==> src/dtc_pkg.sv <==
// dtc_pkg: register map, field positions and reset values of the dual timer/counter.
// assumes a byte-wide register port with offsets matching the classic special-register map.
package dtc_pkg;
	localparam logic [7:0] DTC_ADDR_RUN_FLAG = 8'h88; // timer_run_flag_ctrl
	localparam logic [7:0] DTC_ADDR_MODE = 8'h89; // timer_mode_cfg
	localparam logic [7:0] DTC_ADDR_T0_LOW = 8'h8a;
	localparam logic [7:0] DTC_ADDR_T1_LOW = 8'h8b;
	localparam logic [7:0] DTC_ADDR_T0_HIGH = 8'h8c;
	localparam logic [7:0] DTC_ADDR_T1_HIGH = 8'h8d;
	localparam logic [7:0] DTC_ADDR_IRQ_STAT = 8'h90; // chosen offsets
	localparam logic [7:0] DTC_ADDR_IRQ_MASK = 8'h91;
	// run/flag register bit positions
	localparam int DTC_BIT_T1_FLAG = 7;
	localparam int DTC_BIT_T1_RUN = 6;
	localparam int DTC_BIT_T0_FLAG = 5;
	localparam int DTC_BIT_T0_RUN = 4;
	// mode nibble field positions, per timer nibble
	localparam int DTC_FLD_GATE = 3;
	localparam int DTC_FLD_CT = 2;
	localparam int DTC_T1_NIBBLE = 4;
	localparam logic [7:0] DTC_RST_RUN_FLAG = 8'h00;
	localparam logic [7:0] DTC_RST_MODE = 8'h00;
	localparam logic [7:0] DTC_RST_COUNT = 8'h00;
	localparam logic [1:0] DTC_RST_IRQ = 2'h0;
	localparam logic [3:0] DTC_PRESCALE_LAST = 4'hb; // twelve clocks per tick
	localparam logic [4:0] DTC_MODE0_LOW_MAX = 5'h1f; // divide-by-32 prescaler
	typedef enum logic [1:0] {DTC_MODE_13BIT, DTC_MODE_16BIT, DTC_MODE_RELOAD, DTC_MODE_SPLIT}
		dtc_mode_t;
	typedef struct packed {
		logic gate_sel;
		logic ct_sel;
		dtc_mode_t mode;
	} dtc_nibble_t;
endpackage

==> src/dtc_top.sv <==
// dtc_top: two timer/counters with run/flag, mode and count registers plus an irq block.
// assumes count and gate pins are asynchronous; register port is on ref_clk_in.
`timescale 1ns/1ns
`default_nettype none
// Contract
// - timer mode ticks every twelve clocks
// - counter mode ticks on pin falling edge
// - pins sampled each clock, edge from samples
// - each timer is high and low byte
// - mode 0: high byte after 32 prescaler
// - mode 1: low carries into high, 16 bit
// - mode 2: low byte reloads from high
// - mode 3: split bytes, high uses timer1 controls
// - timer1 in mode 3 holds its count
// - mode register: gate, ct, two mode bits
// - gate set needs gate pin high too
// - ct selects pin events or internal clock
// - run bits at 4 and 6
// - rollover of valid bits sets overflow flag
// - flag cleared on vector ack, software writable
// - reload leaves high byte unchanged
// - mode 0 low upper three bits ignored
module dtc_top
	import dtc_pkg::*;
(
	input wire logic ref_clk_in,
	input wire logic rst_in,
	input wire logic clk_en_in,
	input wire logic [7:0] reg_addr_in,
	input wire logic [7:0] reg_wdata_in,
	input wire logic reg_wr_in,
	input wire logic reg_rd_in,
	output logic [7:0] reg_rdata_out,
	input wire logic [1:0] vector_ack_in,
	input wire logic timer_zero_count_pin_in,
	input wire logic timer_one_count_pin_in,
	input wire logic timer_zero_gate_pin_in,
	input wire logic timer_one_gate_pin_in,
	output logic [1:0] overflow_flag_out,
	output logic irq_out
);
	logic [3:0] pin_meta_q;
	logic [3:0] pin_sync_q;
	logic [1:0] cnt_prev_q;
	logic [3:0] prescale_q;
	logic tick12_q;
	logic [7:0] run_flag_q;
	logic [7:0] mode_q;
	logic [7:0] low_q [2];
	logic [7:0] high_q [2];
	logic [1:0] irq_stat_q;
	logic [1:0] irq_mask_q;
	logic [1:0] ovf_set;
	logic [1:0] low_inc;
	logic [1:0] high_inc;
	logic split_high_inc;
	logic split_high_ovf;
	logic wr_run_flag;
	dtc_nibble_t nib [2];
	logic [1:0] pin_fall;
	logic [1:0] ext_gate;

	assign nib[0] = dtc_nibble_t'(mode_q[3:0]);
	assign nib[1] = dtc_nibble_t'(mode_q[7:4]);
	assign wr_run_flag = reg_wr_in && (reg_addr_in == DTC_ADDR_RUN_FLAG);

	// two-stage synchroniser for count and gate pins
	always_ff @(posedge ref_clk_in or posedge rst_in)
	begin
		if (rst_in)
		begin
			pin_meta_q <= 4'h0;
			pin_sync_q <= 4'h0;
			cnt_prev_q <= 2'h0;
		end
		else if (clk_en_in)
		begin
			pin_meta_q <= {timer_one_gate_pin_in, timer_zero_gate_pin_in,
				timer_one_count_pin_in, timer_zero_count_pin_in};
			pin_sync_q <= pin_meta_q;
			cnt_prev_q <= pin_sync_q[1:0];
		end
	end
	assign pin_fall = cnt_prev_q & ~pin_sync_q[1:0];
	assign ext_gate = pin_sync_q[3:2];

	// shared divide-by-twelve for timer mode
	always_ff @(posedge ref_clk_in or posedge rst_in)
	begin
		if (rst_in)
		begin
			prescale_q <= 4'h0;
			tick12_q <= 1'b0;
		end
		else if (clk_en_in)
		begin
			tick12_q <= (prescale_q == DTC_PRESCALE_LAST);
			prescale_q <= (prescale_q == DTC_PRESCALE_LAST) ? 4'h0 : prescale_q + 4'h1;
		end
	end

	// per-timer enable and count-event decode
	genvar gi;
	generate
		for (gi = 0; gi < 2; gi++)
		begin : g_en
			logic run_bit;
			logic enabled;
			logic src;
			assign run_bit = run_flag_q[gi == 0 ? DTC_BIT_T0_RUN : DTC_BIT_T1_RUN];
			// gate pin only matters when gate select is set
			assign enabled = run_bit && (!nib[gi].gate_sel || ext_gate[gi]);
			assign src = nib[gi].ct_sel ? pin_fall[gi] : tick12_q;
			// timer one frozen in split mode
			assign low_inc[gi] = enabled && src &&
				!(gi == 1 && nib[1].mode == DTC_MODE_SPLIT);
		end
	endgenerate

	// split-mode high byte: timer only, gated by timer one run bit
	assign split_high_inc = (nib[0].mode == DTC_MODE_SPLIT) && run_flag_q[DTC_BIT_T1_RUN]
		&& tick12_q;
	assign split_high_ovf = split_high_inc && (high_q[0] == 8'hff);

	// counter datapath per timer
	generate
		for (gi = 0; gi < 2; gi++)
		begin : g_cnt
			logic low_wr;
			logic high_wr;
			logic low_max;
			assign low_wr = reg_wr_in &&
				(reg_addr_in == (gi == 0 ? DTC_ADDR_T0_LOW : DTC_ADDR_T1_LOW));
			assign high_wr = reg_wr_in &&
				(reg_addr_in == (gi == 0 ? DTC_ADDR_T0_HIGH : DTC_ADDR_T1_HIGH));
			// mode 0 looks only at the lower five bits
			assign low_max = (nib[gi].mode == DTC_MODE_13BIT) ?
				(low_q[gi][4:0] == DTC_MODE0_LOW_MAX) : (low_q[gi] == 8'hff);
			always_comb
			begin
				high_inc[gi] = 1'b0;
				ovf_set[gi] = 1'b0;
				case (nib[gi].mode)
					DTC_MODE_13BIT, DTC_MODE_16BIT:
					begin
						high_inc[gi] = low_inc[gi] && low_max;
						ovf_set[gi] = high_inc[gi] && (high_q[gi] == 8'hff);
					end
					DTC_MODE_RELOAD:
						ovf_set[gi] = low_inc[gi] && low_max;
					DTC_MODE_SPLIT:
						ovf_set[gi] = (gi == 0) && low_inc[gi] && low_max;
					default:
						ovf_set[gi] = 1'b0;
				endcase
				if (gi == 1 && split_high_ovf)
					ovf_set[gi] = 1'b1;
			end
			// software writes take priority over counting in the same cycle
			always_ff @(posedge ref_clk_in or posedge rst_in)
			begin
				if (rst_in)
				begin
					low_q[gi] <= DTC_RST_COUNT;
					high_q[gi] <= DTC_RST_COUNT;
				end
				else if (clk_en_in)
				begin
					if (low_wr)
						low_q[gi] <= reg_wdata_in;
					else if (low_inc[gi])
					begin
						if (nib[gi].mode == DTC_MODE_RELOAD && low_max)
							low_q[gi] <= high_q[gi];
						else if (nib[gi].mode == DTC_MODE_13BIT && low_max)
							low_q[gi] <= {low_q[gi][7:5], 5'h00};
						else
							low_q[gi] <= low_q[gi] + 8'h01;
					end
					if (high_wr)
						high_q[gi] <= reg_wdata_in;
					else if (high_inc[gi] || (gi == 0 && split_high_inc))
						high_q[gi] <= high_q[gi] + 8'h01;
				end
			end
		end
	endgenerate

	// run/flag and mode registers; hardware set wins over any clear
	always_ff @(posedge ref_clk_in or posedge rst_in)
	begin
		if (rst_in)
		begin
			run_flag_q <= DTC_RST_RUN_FLAG;
			mode_q <= DTC_RST_MODE;
		end
		else if (clk_en_in)
		begin
			if (reg_wr_in && reg_addr_in == DTC_ADDR_MODE)
				mode_q <= reg_wdata_in;
			if (wr_run_flag)
				run_flag_q <= reg_wdata_in;
			if (vector_ack_in[0])
				run_flag_q[DTC_BIT_T0_FLAG] <= 1'b0;
			if (vector_ack_in[1])
				run_flag_q[DTC_BIT_T1_FLAG] <= 1'b0;
			if (ovf_set[0])
				run_flag_q[DTC_BIT_T0_FLAG] <= 1'b1;
			if (ovf_set[1])
				run_flag_q[DTC_BIT_T1_FLAG] <= 1'b1;
		end
	end

	// sticky irq status, write one to clear, set wins
	always_ff @(posedge ref_clk_in or posedge rst_in)
	begin
		if (rst_in)
		begin
			irq_stat_q <= DTC_RST_IRQ;
			irq_mask_q <= DTC_RST_IRQ;
			irq_out <= 1'b0;
			overflow_flag_out <= 2'h0;
		end
		else if (clk_en_in)
		begin
			if (reg_wr_in && reg_addr_in == DTC_ADDR_IRQ_MASK)
				irq_mask_q <= reg_wdata_in[1:0];
			if (reg_wr_in && reg_addr_in == DTC_ADDR_IRQ_STAT)
				irq_stat_q <= (irq_stat_q & ~reg_wdata_in[1:0]) | ovf_set;
			else
				irq_stat_q <= irq_stat_q | ovf_set;
			// registered level; one cycle behind the status bit
			irq_out <= |(irq_stat_q & irq_mask_q);
			overflow_flag_out <= {run_flag_q[DTC_BIT_T1_FLAG], run_flag_q[DTC_BIT_T0_FLAG]};
		end
	end

	// read data stands only in the cycle after the strobe
	always_ff @(posedge ref_clk_in or posedge rst_in)
	begin
		if (rst_in)
			reg_rdata_out <= 8'h00;
		else if (clk_en_in)
		begin
			reg_rdata_out <= 8'h00;
			if (reg_rd_in)
			begin
				case (reg_addr_in)
					DTC_ADDR_RUN_FLAG: reg_rdata_out <= run_flag_q;
					DTC_ADDR_MODE: reg_rdata_out <= mode_q;
					DTC_ADDR_T0_LOW: reg_rdata_out <= low_q[0];
					DTC_ADDR_T1_LOW: reg_rdata_out <= low_q[1];
					DTC_ADDR_T0_HIGH: reg_rdata_out <= high_q[0];
					DTC_ADDR_T1_HIGH: reg_rdata_out <= high_q[1];
					DTC_ADDR_IRQ_STAT: reg_rdata_out <= {6'h00, irq_stat_q};
					DTC_ADDR_IRQ_MASK: reg_rdata_out <= {6'h00, irq_mask_q};
					default: reg_rdata_out <= 8'h00;
				endcase
			end
		end
	end

	// a flag set by overflow must show the next cycle
	chk_flag_on_ovf: assert property (@(posedge ref_clk_in) disable iff (rst_in)
		clk_en_in && ovf_set[0] |=> run_flag_q[DTC_BIT_T0_FLAG])
		else $error("timer0 overflow did not set flag");
	chk_reload_copy: assert property (@(posedge ref_clk_in) disable iff (rst_in)
		clk_en_in && nib[0].mode == DTC_MODE_RELOAD && low_inc[0] && low_q[0] == 8'hff
		&& !reg_wr_in |=> low_q[0] == $past(high_q[0]) && $stable(high_q[0]))
		else $error("mode 2 reload wrong");
	chk_t1_split_hold: assert property (@(posedge ref_clk_in) disable iff (rst_in)
		clk_en_in && nib[1].mode == DTC_MODE_SPLIT && !reg_wr_in |=> $stable(low_q[1]))
		else $error("timer1 counted in mode 3");
	chk_tick_spacing: assert property (@(posedge ref_clk_in) disable iff (rst_in)
		clk_en_in && tick12_q |=> !tick12_q)
		else $error("prescale tick too long");
	chk_gate_blocks: assert property (@(posedge ref_clk_in) disable iff (rst_in)
		nib[0].gate_sel && !ext_gate[0] |-> !low_inc[0])
		else $error("gated timer0 counted");
	chk_stop_no_cnt: assert property (@(posedge ref_clk_in) disable iff (rst_in)
		!run_flag_q[DTC_BIT_T0_RUN] |-> !low_inc[0])
		else $error("stopped timer0 counted");
	chk_mode0_carry: assert property (@(posedge ref_clk_in) disable iff (rst_in)
		clk_en_in && nib[0].mode == DTC_MODE_13BIT && low_inc[0] && low_q[0][4:0] == 5'h1f
		&& !reg_wr_in |=> high_q[0] == $past(high_q[0]) + 8'h01)
		else $error("mode 0 prescaler carry missing");
	chk_split_flag: assert property (@(posedge ref_clk_in) disable iff (rst_in)
		clk_en_in && split_high_ovf |=> run_flag_q[DTC_BIT_T1_FLAG])
		else $error("split high overflow lost");
	// timer one reload, the path the bench exercises
	chk_reload_copy1: assert property (@(posedge ref_clk_in) disable iff (rst_in)
		clk_en_in && nib[1].mode == DTC_MODE_RELOAD && low_inc[1] && low_q[1] == 8'hff
		&& !reg_wr_in |=> low_q[1] == $past(high_q[1]) && $stable(high_q[1]))
		else $error("timer1 mode 2 reload wrong");
	// timer one overflow must land in its flag
	chk_flag1_on_ovf: assert property (@(posedge ref_clk_in) disable iff (rst_in)
		clk_en_in && ovf_set[1] |=> run_flag_q[DTC_BIT_T1_FLAG])
		else $error("timer1 overflow did not set flag");
	// vector ack clears the flag unless a new overflow wins
	chk_ack_clears0: assert property (@(posedge ref_clk_in) disable iff (rst_in)
		clk_en_in && vector_ack_in[0] && !ovf_set[0] && !wr_run_flag
		|=> !run_flag_q[DTC_BIT_T0_FLAG])
		else $error("timer0 flag survived vector ack");
	// same for timer one
	chk_ack_clears1: assert property (@(posedge ref_clk_in) disable iff (rst_in)
		clk_en_in && vector_ack_in[1] && !ovf_set[1] && !wr_run_flag
		|=> !run_flag_q[DTC_BIT_T1_FLAG])
		else $error("timer1 flag survived vector ack");
	// tick only as the divider restarts
	chk_tick_phase: assert property (@(posedge ref_clk_in) disable iff (rst_in)
		tick12_q |-> prescale_q == 4'h0)
		else $error("prescale tick out of phase");
	// divider never runs past its last count
	chk_prescale_range: assert property (@(posedge ref_clk_in) disable iff (rst_in)
		prescale_q <= DTC_PRESCALE_LAST)
		else $error("prescaler out of range");
	// plain low byte step in mode 1
	chk_mode1_step: assert property (@(posedge ref_clk_in) disable iff (rst_in)
		clk_en_in && nib[0].mode == DTC_MODE_16BIT && low_inc[0] && low_q[0] != 8'hff
		&& !reg_wr_in |=> low_q[0] == $past(low_q[0]) + 8'h01)
		else $error("mode 1 low byte step wrong");
	// low byte wrap carries into high byte
	chk_mode1_carry: assert property (@(posedge ref_clk_in) disable iff (rst_in)
		clk_en_in && nib[0].mode == DTC_MODE_16BIT && low_inc[0] && low_q[0] == 8'hff
		&& !reg_wr_in |=> low_q[0] == 8'h00 && high_q[0] == $past(high_q[0]) + 8'h01)
		else $error("mode 1 carry missing");
	// unused top bits of the prescaler are left alone
	chk_mode0_keep_top: assert property (@(posedge ref_clk_in) disable iff (rst_in)
		clk_en_in && nib[0].mode == DTC_MODE_13BIT && low_inc[0] && !reg_wr_in
		|=> low_q[0][7:5] == $past(low_q[0][7:5]))
		else $error("mode 0 touched upper low bits");
	// high byte waits for the prescaler to wrap
	chk_mode0_no_high: assert property (@(posedge ref_clk_in) disable iff (rst_in)
		clk_en_in && nib[0].mode == DTC_MODE_13BIT && low_q[0][4:0] != 5'h1f
		&& !reg_wr_in |=> $stable(high_q[0]))
		else $error("mode 0 high byte moved early");
	// reload overflow raises the flag too
	chk_reload_ovf: assert property (@(posedge ref_clk_in) disable iff (rst_in)
		clk_en_in && nib[1].mode == DTC_MODE_RELOAD && low_inc[1] && low_q[1] == 8'hff
		|=> run_flag_q[DTC_BIT_T1_FLAG])
		else $error("reload overflow flag missing");
	// timer one gate pin
	chk_t1_gate: assert property (@(posedge ref_clk_in) disable iff (rst_in)
		nib[1].gate_sel && !ext_gate[1] |-> !low_inc[1])
		else $error("gated timer1 counted");
	// timer one run bit
	chk_t1_stop: assert property (@(posedge ref_clk_in) disable iff (rst_in)
		!run_flag_q[DTC_BIT_T1_RUN] |-> !low_inc[1])
		else $error("stopped timer1 counted");
	// split high byte idles without timer one run
	chk_split_gate: assert property (@(posedge ref_clk_in) disable iff (rst_in)
		clk_en_in && nib[0].mode == DTC_MODE_SPLIT && !run_flag_q[DTC_BIT_T1_RUN]
		&& !reg_wr_in |=> $stable(high_q[0]))
		else $error("split high byte ran while stopped");
	// counter mode counts pin edges only
	chk_pin_src: assert property (@(posedge ref_clk_in) disable iff (rst_in)
		nib[0].ct_sel && !pin_fall[0] |-> !low_inc[0])
		else $error("counter mode counted without edge");
	// timer mode counts divider ticks only
	chk_timer_src: assert property (@(posedge ref_clk_in) disable iff (rst_in)
		!nib[0].ct_sel && !tick12_q |-> !low_inc[0])
		else $error("timer mode counted without tick");
	// a high-to-low step in the synchroniser becomes a fall next cycle
	chk_fall_detect: assert property (@(posedge ref_clk_in) disable iff (rst_in)
		clk_en_in && pin_sync_q[0] && !pin_meta_q[0] |=> pin_fall[0])
		else $error("pin fall not detected");
	// irq level follows masked status one cycle late
	chk_irq_level: assert property (@(posedge ref_clk_in) disable iff (rst_in)
		clk_en_in |=> irq_out == |($past(irq_stat_q) & $past(irq_mask_q)))
		else $error("irq level wrong");
	// flag outputs mirror the register bits
	chk_flag_out: assert property (@(posedge ref_clk_in) disable iff (rst_in)
		clk_en_in |=> overflow_flag_out == {$past(run_flag_q[DTC_BIT_T1_FLAG]),
		$past(run_flag_q[DTC_BIT_T0_FLAG])})
		else $error("overflow flag output wrong");
	// overflow is remembered in the sticky status
	chk_stat_sticky: assert property (@(posedge ref_clk_in) disable iff (rst_in)
		clk_en_in && ovf_set[0] |=> irq_stat_q[0])
		else $error("irq status not set");
	// mode register takes the written byte
	chk_mode_write: assert property (@(posedge ref_clk_in) disable iff (rst_in)
		clk_en_in && reg_wr_in && reg_addr_in == DTC_ADDR_MODE |=> mode_q == $past(reg_wdata_in))
		else $error("mode register write lost");
endmodule
`default_nettype wire

==> config.mk <==
export PLATFORM = sky130hd
export DESIGN_NAME = dtc_top
export DESIGN_NICKNAME = d
export VERILOG_FILES = /design/src/dtc_pkg.sv /design/src/dtc_top.sv
export SDC_FILE = /design/constraint.sdc
export NUM_CORES = 1
export LEC_CHECK = 0
export ABC_AREA = 0
export BUFFER_PORTS_ARGS = -buffer_cell sky130_fd_sc_hd__buf_2
export CORE_MARGIN = 2
export CORE_UTILIZATION = 55
export CTS_CLUSTER_SIZE = 14
export DETAILED_ROUTE_END_ITERATION = 16
export PLACE_DENSITY = 0.74
export SYNTH_ARGS = -nofsm -noshare
export SYNTH_HDL_FRONTEND = slang
export SYNTH_SLANG_ARGS = --single-unit
==> constraint.sdc <==
create_clock -name ref_clk_in -period 2.8 [get_ports ref_clk_in]
set_clock_uncertainty 0.15 [all_clocks]
set_input_delay 0.14 -clock ref_clk_in [delete_from_list [all_inputs] [get_ports ref_clk_in]]
set_output_delay 0.14 -clock ref_clk_in [all_outputs]
set_load 0.005 [all_outputs]
==> impl_metrics.ini, run 1 <==
[floorplanning]
core_sq_um = 8810
io_pins = 38
die_w_um = 99.6
row_count = 34
die_h_um = 99.6
initial_core_util = 0.571
dieArea_sq_um = 9920

[power_and_ir_drop]
cellLeakagePower_nw = 2.53
ir_worst_vdd_mv = 0.362
pwr_density_cell_nw_per_um2 = 455
finalPower_w = 0.00256

[yosys]
syn-cell-area_sq_um = 5030
avgSynthCellArea_sq_um = 9.38
synth_compound_area_frac = 0.218
synth-simple-area-share = 0.208
ys_warn_count = 0
synth.top_cell.area_share = 0.388
synth_ff_type = dfrtp_1
synth-edff-count = 0
ys_top_cells_by_area = dfrtp_1, mux2_2, mux2i_1
yosysTopAreaCell = dfrtp_1
seq_area_frac_synth = 0.388
synthCells = 536
async_flop_share = 1.00
synth_fa_ha_area_frac = 0.0174
ys_types = 71
synth_top_family_by_area = compound AO/OA/AOI/OAI gates
ys_seq_elements = 78
synth-xor-area-share = 0.0122
synthesis.nets = 570
muxShareOfSynthArea = 0.116

[critical_path]
start_kind = flip-flop
r2r_end = run_flag_q[7]
r2r-start = low_q[0]
critPathKind = reg2reg
ff2ff_setup_slack_ns = 0.11
cp-end-kind = flip-flop
worstPathRequired_ns = 2.90
r2r_cells = 8
worstPathArrival_ns = 2.78
crit_path_max_fanout = 6

[detailed_routing]
vias_per_cell = 6.94
drc = 0
ant_nets = 0
wl_per_cell_um = 21.9
drt_iter0_drc = 619
drt-pass1-iter-count = 5
routed_wl_mm = 14.9
vias = 4724

[clocking]
path_clk_slew_ns = 0.08
clockBufferDepth = 2
cts_root_buf = clkbuf_8
cts_tree = done
clkLatencyLatePin_ns = 0.36
h-tree-depth = 3
cts_made_buffers = 9
cts.sinks = 78

[hold_path]
hold_path_depth = 3
hp-start = reg_wdata_in[1]
hp-class = in2reg
hold_end = mode_q[1]

[sta]
fin_crit_sh = 0.959
setup_tns_ns = 0
slew-limit-headroom = 0.543
tightest_slew_ns = 0.685
finalMaxSlewViolations = 0
fmax_mhz = 372
finalHoldViolCount = 0
rsz0062_at_grt = false
setup-violations-final = 0
final.min_clock_period_ns = 2.69

[finish]
area_delta_synth_final_pct = 11.9
final_net_count = 602
drive_gt1_frac = 0.178
antenna_cells = 0

[global_route]
grt_max_degree = 79
grt_use_total = 0.310
antenna_found_initial = 0
grt_pass1_vias = 4352
grt_pass1_wl_mm = 23.5
grt_remaining_overflow = 0

[run]
max_cap_violations = 0

[placement]
io_buffers = 37
gp_congestion = 0.991
hpwl_mm = 10.7

[status]
status = completed
==> report_power, final <==
group,switching (W),internal [W]
registers,0.0000883,0.00120
logic,0.000173,0.000143
clock network,0.000431,0.000529
==> cell usage in the layout, fill, tap and decap left out, types with 4 or more instances in the layout <==
cell type,synthesis,routed
nor2_1,34,34
nand4_1,10,10
nor2b_1,6,6
o2bb2ai_1,9,9
clkbuf_8,0,10
xor2_1,6,6
buf_4,0,14
a31oi_1,7,6
o311ai_0,5,5
mux2_2,23,23
dfrtp_1,78,78
nor3b_1,5,5
and3_1,11,11
nor3_1,14,14
inv_1,12,11
o22ai_1,13,13
nor4_1,5,5
or3_1,4,4
dlygate4sd3_1,0,8
a21o_1,4,4
nand2b_1,5,5
a311o_1,4,4
nand3_1,22,22
mux2_1,8,8
o21ai_0,14,14
or4_1,5,5
a211oi_1,9,9
a21oi_1,16,16
buf_2,5,37
and2_1,4,4
o21ai_1,7,7
o31ai_1,9,9
nand2_1,51,51
mux2i_1,21,21
ha_1,7,7
a22o_1,5,5
a2bb2oi_1,7,7
==> synthesized netlist by cell type (8+ instances only) <==
cell type,n
dfrtp_1,78
nand2_1,51
nor2_1,34
clkbuf_1,25
mux2_2,23
nand3_1,22
mux2i_1,21
a21oi_1,16
nor3_1,14
o21ai_0,14
o22ai_1,13
inv_1,12
and3_1,11
nand4_1,10
a211oi_1,9
o2bb2ai_1,9
o31ai_1,9
buf_1,8
mux2_1,8
==> worst max-delay path, cell delays in order (launching register included) <==
cell      delay (ns)
dfrtp_1         0.44
ha_1            0.21
and3_1          0.21
ha_1            0.18
and2b_1         0.19
a41oi_4         0.06
or4_1           0.65
o32a_1          0.40
o311ai_1        0.09
==> sequential cells by signal, summed over array words and instances (netlist names), 4 cells and up <==
register / flops
high_q: 16
low_q: 16
mode_q: 8
pin_meta_q: 4
pin_sync_q: 4
prescale_q: 4
reg_rdata_out: 8
run_flag_q: 8
==> through the flow <==
| stage | cell area, sq um | setup slack (ns) | hold slack (ns) | instances | utilization |
|---|---|---|---|---|---|
| CTS | 5620 | 0.140 | 0.00346 | 681 | 0.638 |
| finish | 5620 | 0.115 | 0.0201 | 681 | 0.639 |
| global placement | 5310 | 0.238 | 0.109 | 657 | 0.603 |
| detailed placement | 5310 | 0.162 | 0.129 | 657 | 0.603 |
| global route | 5620 | 0.00667 | 0.0118 | 681 | 0.639 |
| floorplan | 5030 | 0.273 | 0.123 | 536 | - |
==> cell type report <==
cell class,count,area [sq um]
multi-input combinational,407,2880
tap,108,135
timing repair buffer,60,390
sequential,78,1950
inverter,12,46.3
clock buffer,11,141
fill,759,3180
clock inverter,5,82.6
==> worst max path at each step <==
| stage | from | end | slack, ns | cells past startpoint |
|---|---|---|---|---|
| 2_1_floorplan | low_q[0] | run_flag_q[7] | 0.27 | 10 |
| 4_1_cts | low_q[0] | run_flag_q[7] | 0.14 | 8 |
| 3_3_place_gp | low_q[0] | run_flag_q[7] | 0.24 | 8 |
| 6_report | low_q[0] | run_flag_q[7] | 0.11 | 8 |
| 3_5_place_dp | low_q[0] | run_flag_q[7] | 0.16 | 8 |
| 5_1_grt | low_q[0] | run_flag_q[7] | 0.007 | 8 |
==> routing by layer <==
| metal | vias up | wire [um] | GRT usage | part of all wire |
|---|---|---|---|---|
| met5 | - | 0 | 0 | 0 |
| met4 | 0 | 446 | 0.122 | 0.030 |
| met3 | 36 | 1560 | 0.0710 | 0.10 |
| met2 | 299 | 6480 | 0.449 | 0.43 |
| met1 | 2284 | 6430 | 0.452 | 0.43 |
| li1 | 2105 | - | - | - |
==> logic make-up after synthesis <==
kind of cell,Yosys count
buffers and inverters,51
xor gates and xnor gates,7
adders and majority gates,7
AOI/OAI and AO/OA,146
and+or+nand+nor,194
muxes,53
DFF,78
==> repair_timing <==
action	in CTS	in global routing
hold buffers	8	0
endpoints found under the hold margin	86	0
buffers inserted	0	0
endpoints found under the setup margin	0	2
resized for setup	0	1
No activity file was read; power rests on OpenSTA's default activity.
==> run 2: changes to the inputs <==
Settings changed: CELL_PAD_IN_SITES_DETAIL_PLACEMENT set to 1, CELL_PAD_IN_SITES_GLOBAL_PLACEMENT set to 1, CORE_UTILIZATION 55 to 47, HOLD_SLACK_MARGIN set to 0.08, PLACE_DENSITY 0.74 to not set, PLACE_DENSITY_LB_ADDON set to 0.1.
==> impl_metrics.ini, run 2 (synthesis gave the netlist of run 1 again) <==
[clocking]
cts.sinks = 78
cts_root_buf = clkbuf_8
h-tree-depth = 3
path_clk_slew_ns = 0.08
cts_setup_buffers = 0
clockBufferDepth = 2
clkLatencyLatePin_ns = 0.36
cts_made_buffers = 9
cts_tree = done

[critical_path]
worstPathArrival_ns = 2.77
cp-end-kind = flip-flop
critPathKind = reg2reg
start_kind = flip-flop
crit_path_max_fanout = 6
worstPathRequired_ns = 2.89
ff2ff_setup_slack_ns = 0.12

[sta]
fin_ws_ns = 0.116
slew-limit-headroom = 0.457
setup-violations-final = 0
finalHoldViolCount = 0
fin_crit_sh = 0.959
final.min_clock_period_ns = 2.68
finalMaxSlewViolations = 0
fin_hold_ws_ns = 0.142
fmax_mhz = 373
tightest_slew_ns = 0.814

[floorplanning]
io_pins = 38
dieArea_sq_um = 11500
die_w_um = 107
row_count = 37
die_h_um = 107
initial_core_util = 0.485
core_sq_um = 10400

[global_route]
grt_max_degree = 45
antenna_found_initial = 0
grt_pass1_vias = 4807
grt_use_total = 0.317
grt_remaining_overflow = 0
grt_pass1_wl_mm = 27.5

[power_and_ir_drop]
switching_share = 0.283
p_sw_w = 0.000728
cellLeakagePower_nw = 2.57
finalPower_w = 0.00257
p_int_w = 0.00184
clkPwrFrac = 0.370
pwr_density_cell_nw_per_um2 = 446
ir_worst_vdd_mv = 0.299
p_seq_frac = 0.500
combPwrFrac = 0.130

[detailed_routing]
vias = 4796
drc = 0
drt-pass1-iter-count = 5
wl_per_cell_um = 24.4
vias_per_cell = 6.66
ant_nets = 0
routed_wl_mm = 17.6
drt_iter0_drc = 466

[run]
max_cap_violations = 0

[placement]
dp_slack_ns = 0.113
dp_cells = 690
gp_congestion = 0.962
hpwl_mm = 12.6
io_buffers = 37

[finish]
final_net_count = 614
final_cell_mix = dfrtp_1, nand2_1, buf_2, nor2_1, mux2_2
antenna_cells = 0
drive_gt1_frac = 0.188
final_util = 0.556
post_layout_nonfiller_instances = 720
final_common_cell = dfrtp_1
area_delta_synth_final_pct = 14.7
reg.largest.list = high_q x16, low_q x16
fillers = 1207

[hold_path]
hp-class = in2reg

[status]
status = completed
run 2: changes by cell type in the layout (fill, tap and decap cells not counted), sizes merged:
cell / change
clkbuf: -2
buf: +5
clkinv: +1
dlygate4sd3: +7
run 2: final cells by class:
type                    count  area, sq um  share of cell area
repair buffers             72          485              0.0842
clock buffers               9          124              0.0215
well taps                 136          170              0.0295
multi-input cells         407         2900               0.503
clock inverters             6         87.6              0.0152
flip-flops and latches     78         1950               0.339
inverters                  12         46.3             0.00803
run 2: final timing paths:
path                                        from          endpoint  depth (start not counted)
worst max-delay path                    low_q[0]     run_flag_q[7]                          8
worst min-delay path                   clk_en_in         low_q[14]                          3
worst max register to register          low_q[0]     run_flag_q[7]                          8
worst min register to register  reg_rdata_out[5]  reg_rdata_out[5]                          1
max in group asynchronous                 rst_in          low_q[6]                          4
min in group asynchronous                 rst_in     pin_meta_q[3]                          3
run 2: power by group through the flow:
| stage | logic, W | registers, W | clock network, W |
|---|---|---|---|
| after floorplan | 0.000221 | 0.00127 | 0 |
| after global placement | 0.000300 | 0.00130 | 0 |
| after detailed placement | 0.000314 | 0.00131 | 0 |
| after CTS | 0.000332 | 0.00128 | 0.000961 |
| after global routing | 0.000368 | 0.00130 | 0.00102 |
| final | 0.000334 | 0.00129 | 0.000953 |
run 2: routing by layer:
| layer | wire (um) | global-route usage | share of wire |
|---|---|---|---|
| met1 | 7740 | 0.446 | 0.44 |
| met5 | 0 | 0 | 0 |
| met2 | 7940 | 0.483 | 0.45 |
| met3 | 1260 | 0.0593 | 0.072 |
| met4 | 619 | 0.130 | 0.035 |
run 2: stage by stage:
step | setup TNS (ns) | instance area [sq um]
6_report | 0 | 5770
5_1_grt | -0.00177 | 5770
4_1_cts | 0 | 5740
3_5_place_dp | 0 | 5380
3_3_place_gp | 0 | 5380
2_1_floorplan | 0 | 5030
run 2: timing repair:
| item | CTS | global route |
|---|---|---|
| setup endpoints to repair | 0 | 4 |
| gates resized for setup | 0 | 4 |
| hold endpoints to repair | 68 | 0 |
| hold buffers | 15 | 0 |
run 2: critical path, cell delays in order, from the launching register on:
cell and delay (ns):
dfrtp_1 0.45, ha_1 0.22, and3_1 0.22, ha_1 0.19, and2b_1 0.19, a41oi_4 0.06
or4_4 0.58, o32a_1 0.39, o311ai_1 0.11
==> run 3: changes to the inputs <==
Settings changed: CORE_UTILIZATION 47 to 45.
==> impl_metrics.ini, run 3 (synthesis gave the netlist of run 1 again) <==
[status]
status = completed

[sta]
fin_hold_ws_ns = 0.148
setup_tns_ns = 0
finalMaxSlewViolations = 0
fin_crit_sh = 0.958
fmax_mhz = 373
slew-limit-headroom = 0.449
finalHoldViolCount = 0
final.min_clock_period_ns = 2.68
rsz0062_at_grt = false
tightest_slew_ns = 0.826
setup-violations-final = 0

[placement]
io_buffers = 37
hpwl_mm = 12.4
gp_congestion = 0.929

[finish]
final_net_count = 614
antenna_cells = 0
area_delta_synth_final_pct = 15.9
reg.largest.list = high_q x16, low_q x16
final_cell_mix = dfrtp_1, nand2_1, buf_2, nor2_1, mux2_2
drive_gt1_frac = 0.186
final_common_cell = dfrtp_1

[global_route]
grt_pass1_wl_mm = 27.4
grt_pass1_vias = 4804
grt_use_total = 0.310
grt_max_degree = 44
grt_remaining_overflow = 0
antenna_found_initial = 0

[critical_path]
cp-end-kind = flip-flop
worstPathArrival_ns = 2.80
start_kind = flip-flop
critPathKind = reg2reg
worstPathRequired_ns = 2.91
crit_path_max_fanout = 6

[detailed_routing]
vias_per_cell = 6.51
wl_per_cell_um = 24.1
drt-pass1-iter-count = 5
ant_nets = 0
vias = 4722
drc = 0
drt_iter0_drc = 374
routed_wl_mm = 17.5

[clocking]
clkLatencyLatePin_ns = 0.37
cts_made_buffers = 9
cts_root_buf = clkbuf_8
cts_tree = done
clockBufferDepth = 2
h-tree-depth = 3
path_clk_slew_ns = 0.09
cts.sinks = 78

[floorplanning]
die_h_um = 110
die_w_um = 110
initial_core_util = 0.462
core_sq_um = 10900
row_count = 38
dieArea_sq_um = 12000
io_pins = 38

[hold_path]
hp-class = in2reg

[power_and_ir_drop]
cellLeakagePower_nw = 2.59
pwr_density_cell_nw_per_um2 = 466
ir_worst_vdd_mv = 0.415

[run]
max_cap_violations = 0
## run 3: report_power, final
group	total (W)	internal, W	switching [W]	leakage [nW]
clock network	0.00109	0.000625	0.000467	0.127
registers	0.00128	0.00120	0.0000864	1.00
logic	0.000338	0.000152	0.000186	1.46
total	0.00271	0.00197	0.000739	2.59
## run 3: stage by stage
stage / cell area [sq um] / util / power, W / setup WS, ns / instances
after floorplan: 5030 / - / 0.00149 / 0.273 / 536
after global placement: 5400 / 0.496 / 0.00160 / 0.241 / 694
after detailed placement: 5400 / 0.496 / 0.00162 / 0.103 / 694
after CTS: 5800 / 0.533 / 0.00273 / 0.0609 / 725
after global routing: 5830 / 0.535 / 0.00282 / 0.0419 / 725
final: 5830 / 0.535 / 0.00271 / 0.117 / 725
## run 3: layout make-up
cell class	instances	area, sq um
fillers	1230	5060
multi-input cells	407	2900
flip-flops and latches	78	1950
repair buffers	72	498
well taps	140	175
clock buffers	10	138
clock inverters	6	116
inverters	12	46.3
## run 3: worst paths after layout
check                                      start          endpoint  slack (ns)  cells past startpoint
min in group asynchronous                 rst_in     pin_sync_q[3]        0.30                      3
worst max-delay path                    low_q[0]     run_flag_q[7]        0.12                      8
worst max register to register          low_q[0]     run_flag_q[7]        0.12                      8
worst min-delay path              reg_addr_in[3]     irq_stat_q[0]        0.15                      5
worst min register to register  reg_rdata_out[1]  reg_rdata_out[1]        0.34                      1
max in group asynchronous                 rst_in        high_q[15]        1.53                      4
## run 3: what timing repair did
action / CTS / global route
setup buffers: 0 / 0
setup endpoints to repair: 0 / 3
resized for setup: 0 / 3
hold endpoints to repair: 69 / 0
hold buffers: 15 / 0
## run 3: worst max-delay path: stages (launching register included)
cell	delay, ns
dfrtp_1	0.44
ha_1	0.21
and3_1	0.20
ha_1	0.16
and2b_1	0.19
a41oi_4	0.06
or4_1	0.66
o32a_1	0.41
o311ai_1	0.09
## run 3: metal layers
layer  GRT usage  wire length, um
met5           0                0
met1       0.436             7870
met4       0.115              526
met3      0.0533             1130
met2       0.479             7960
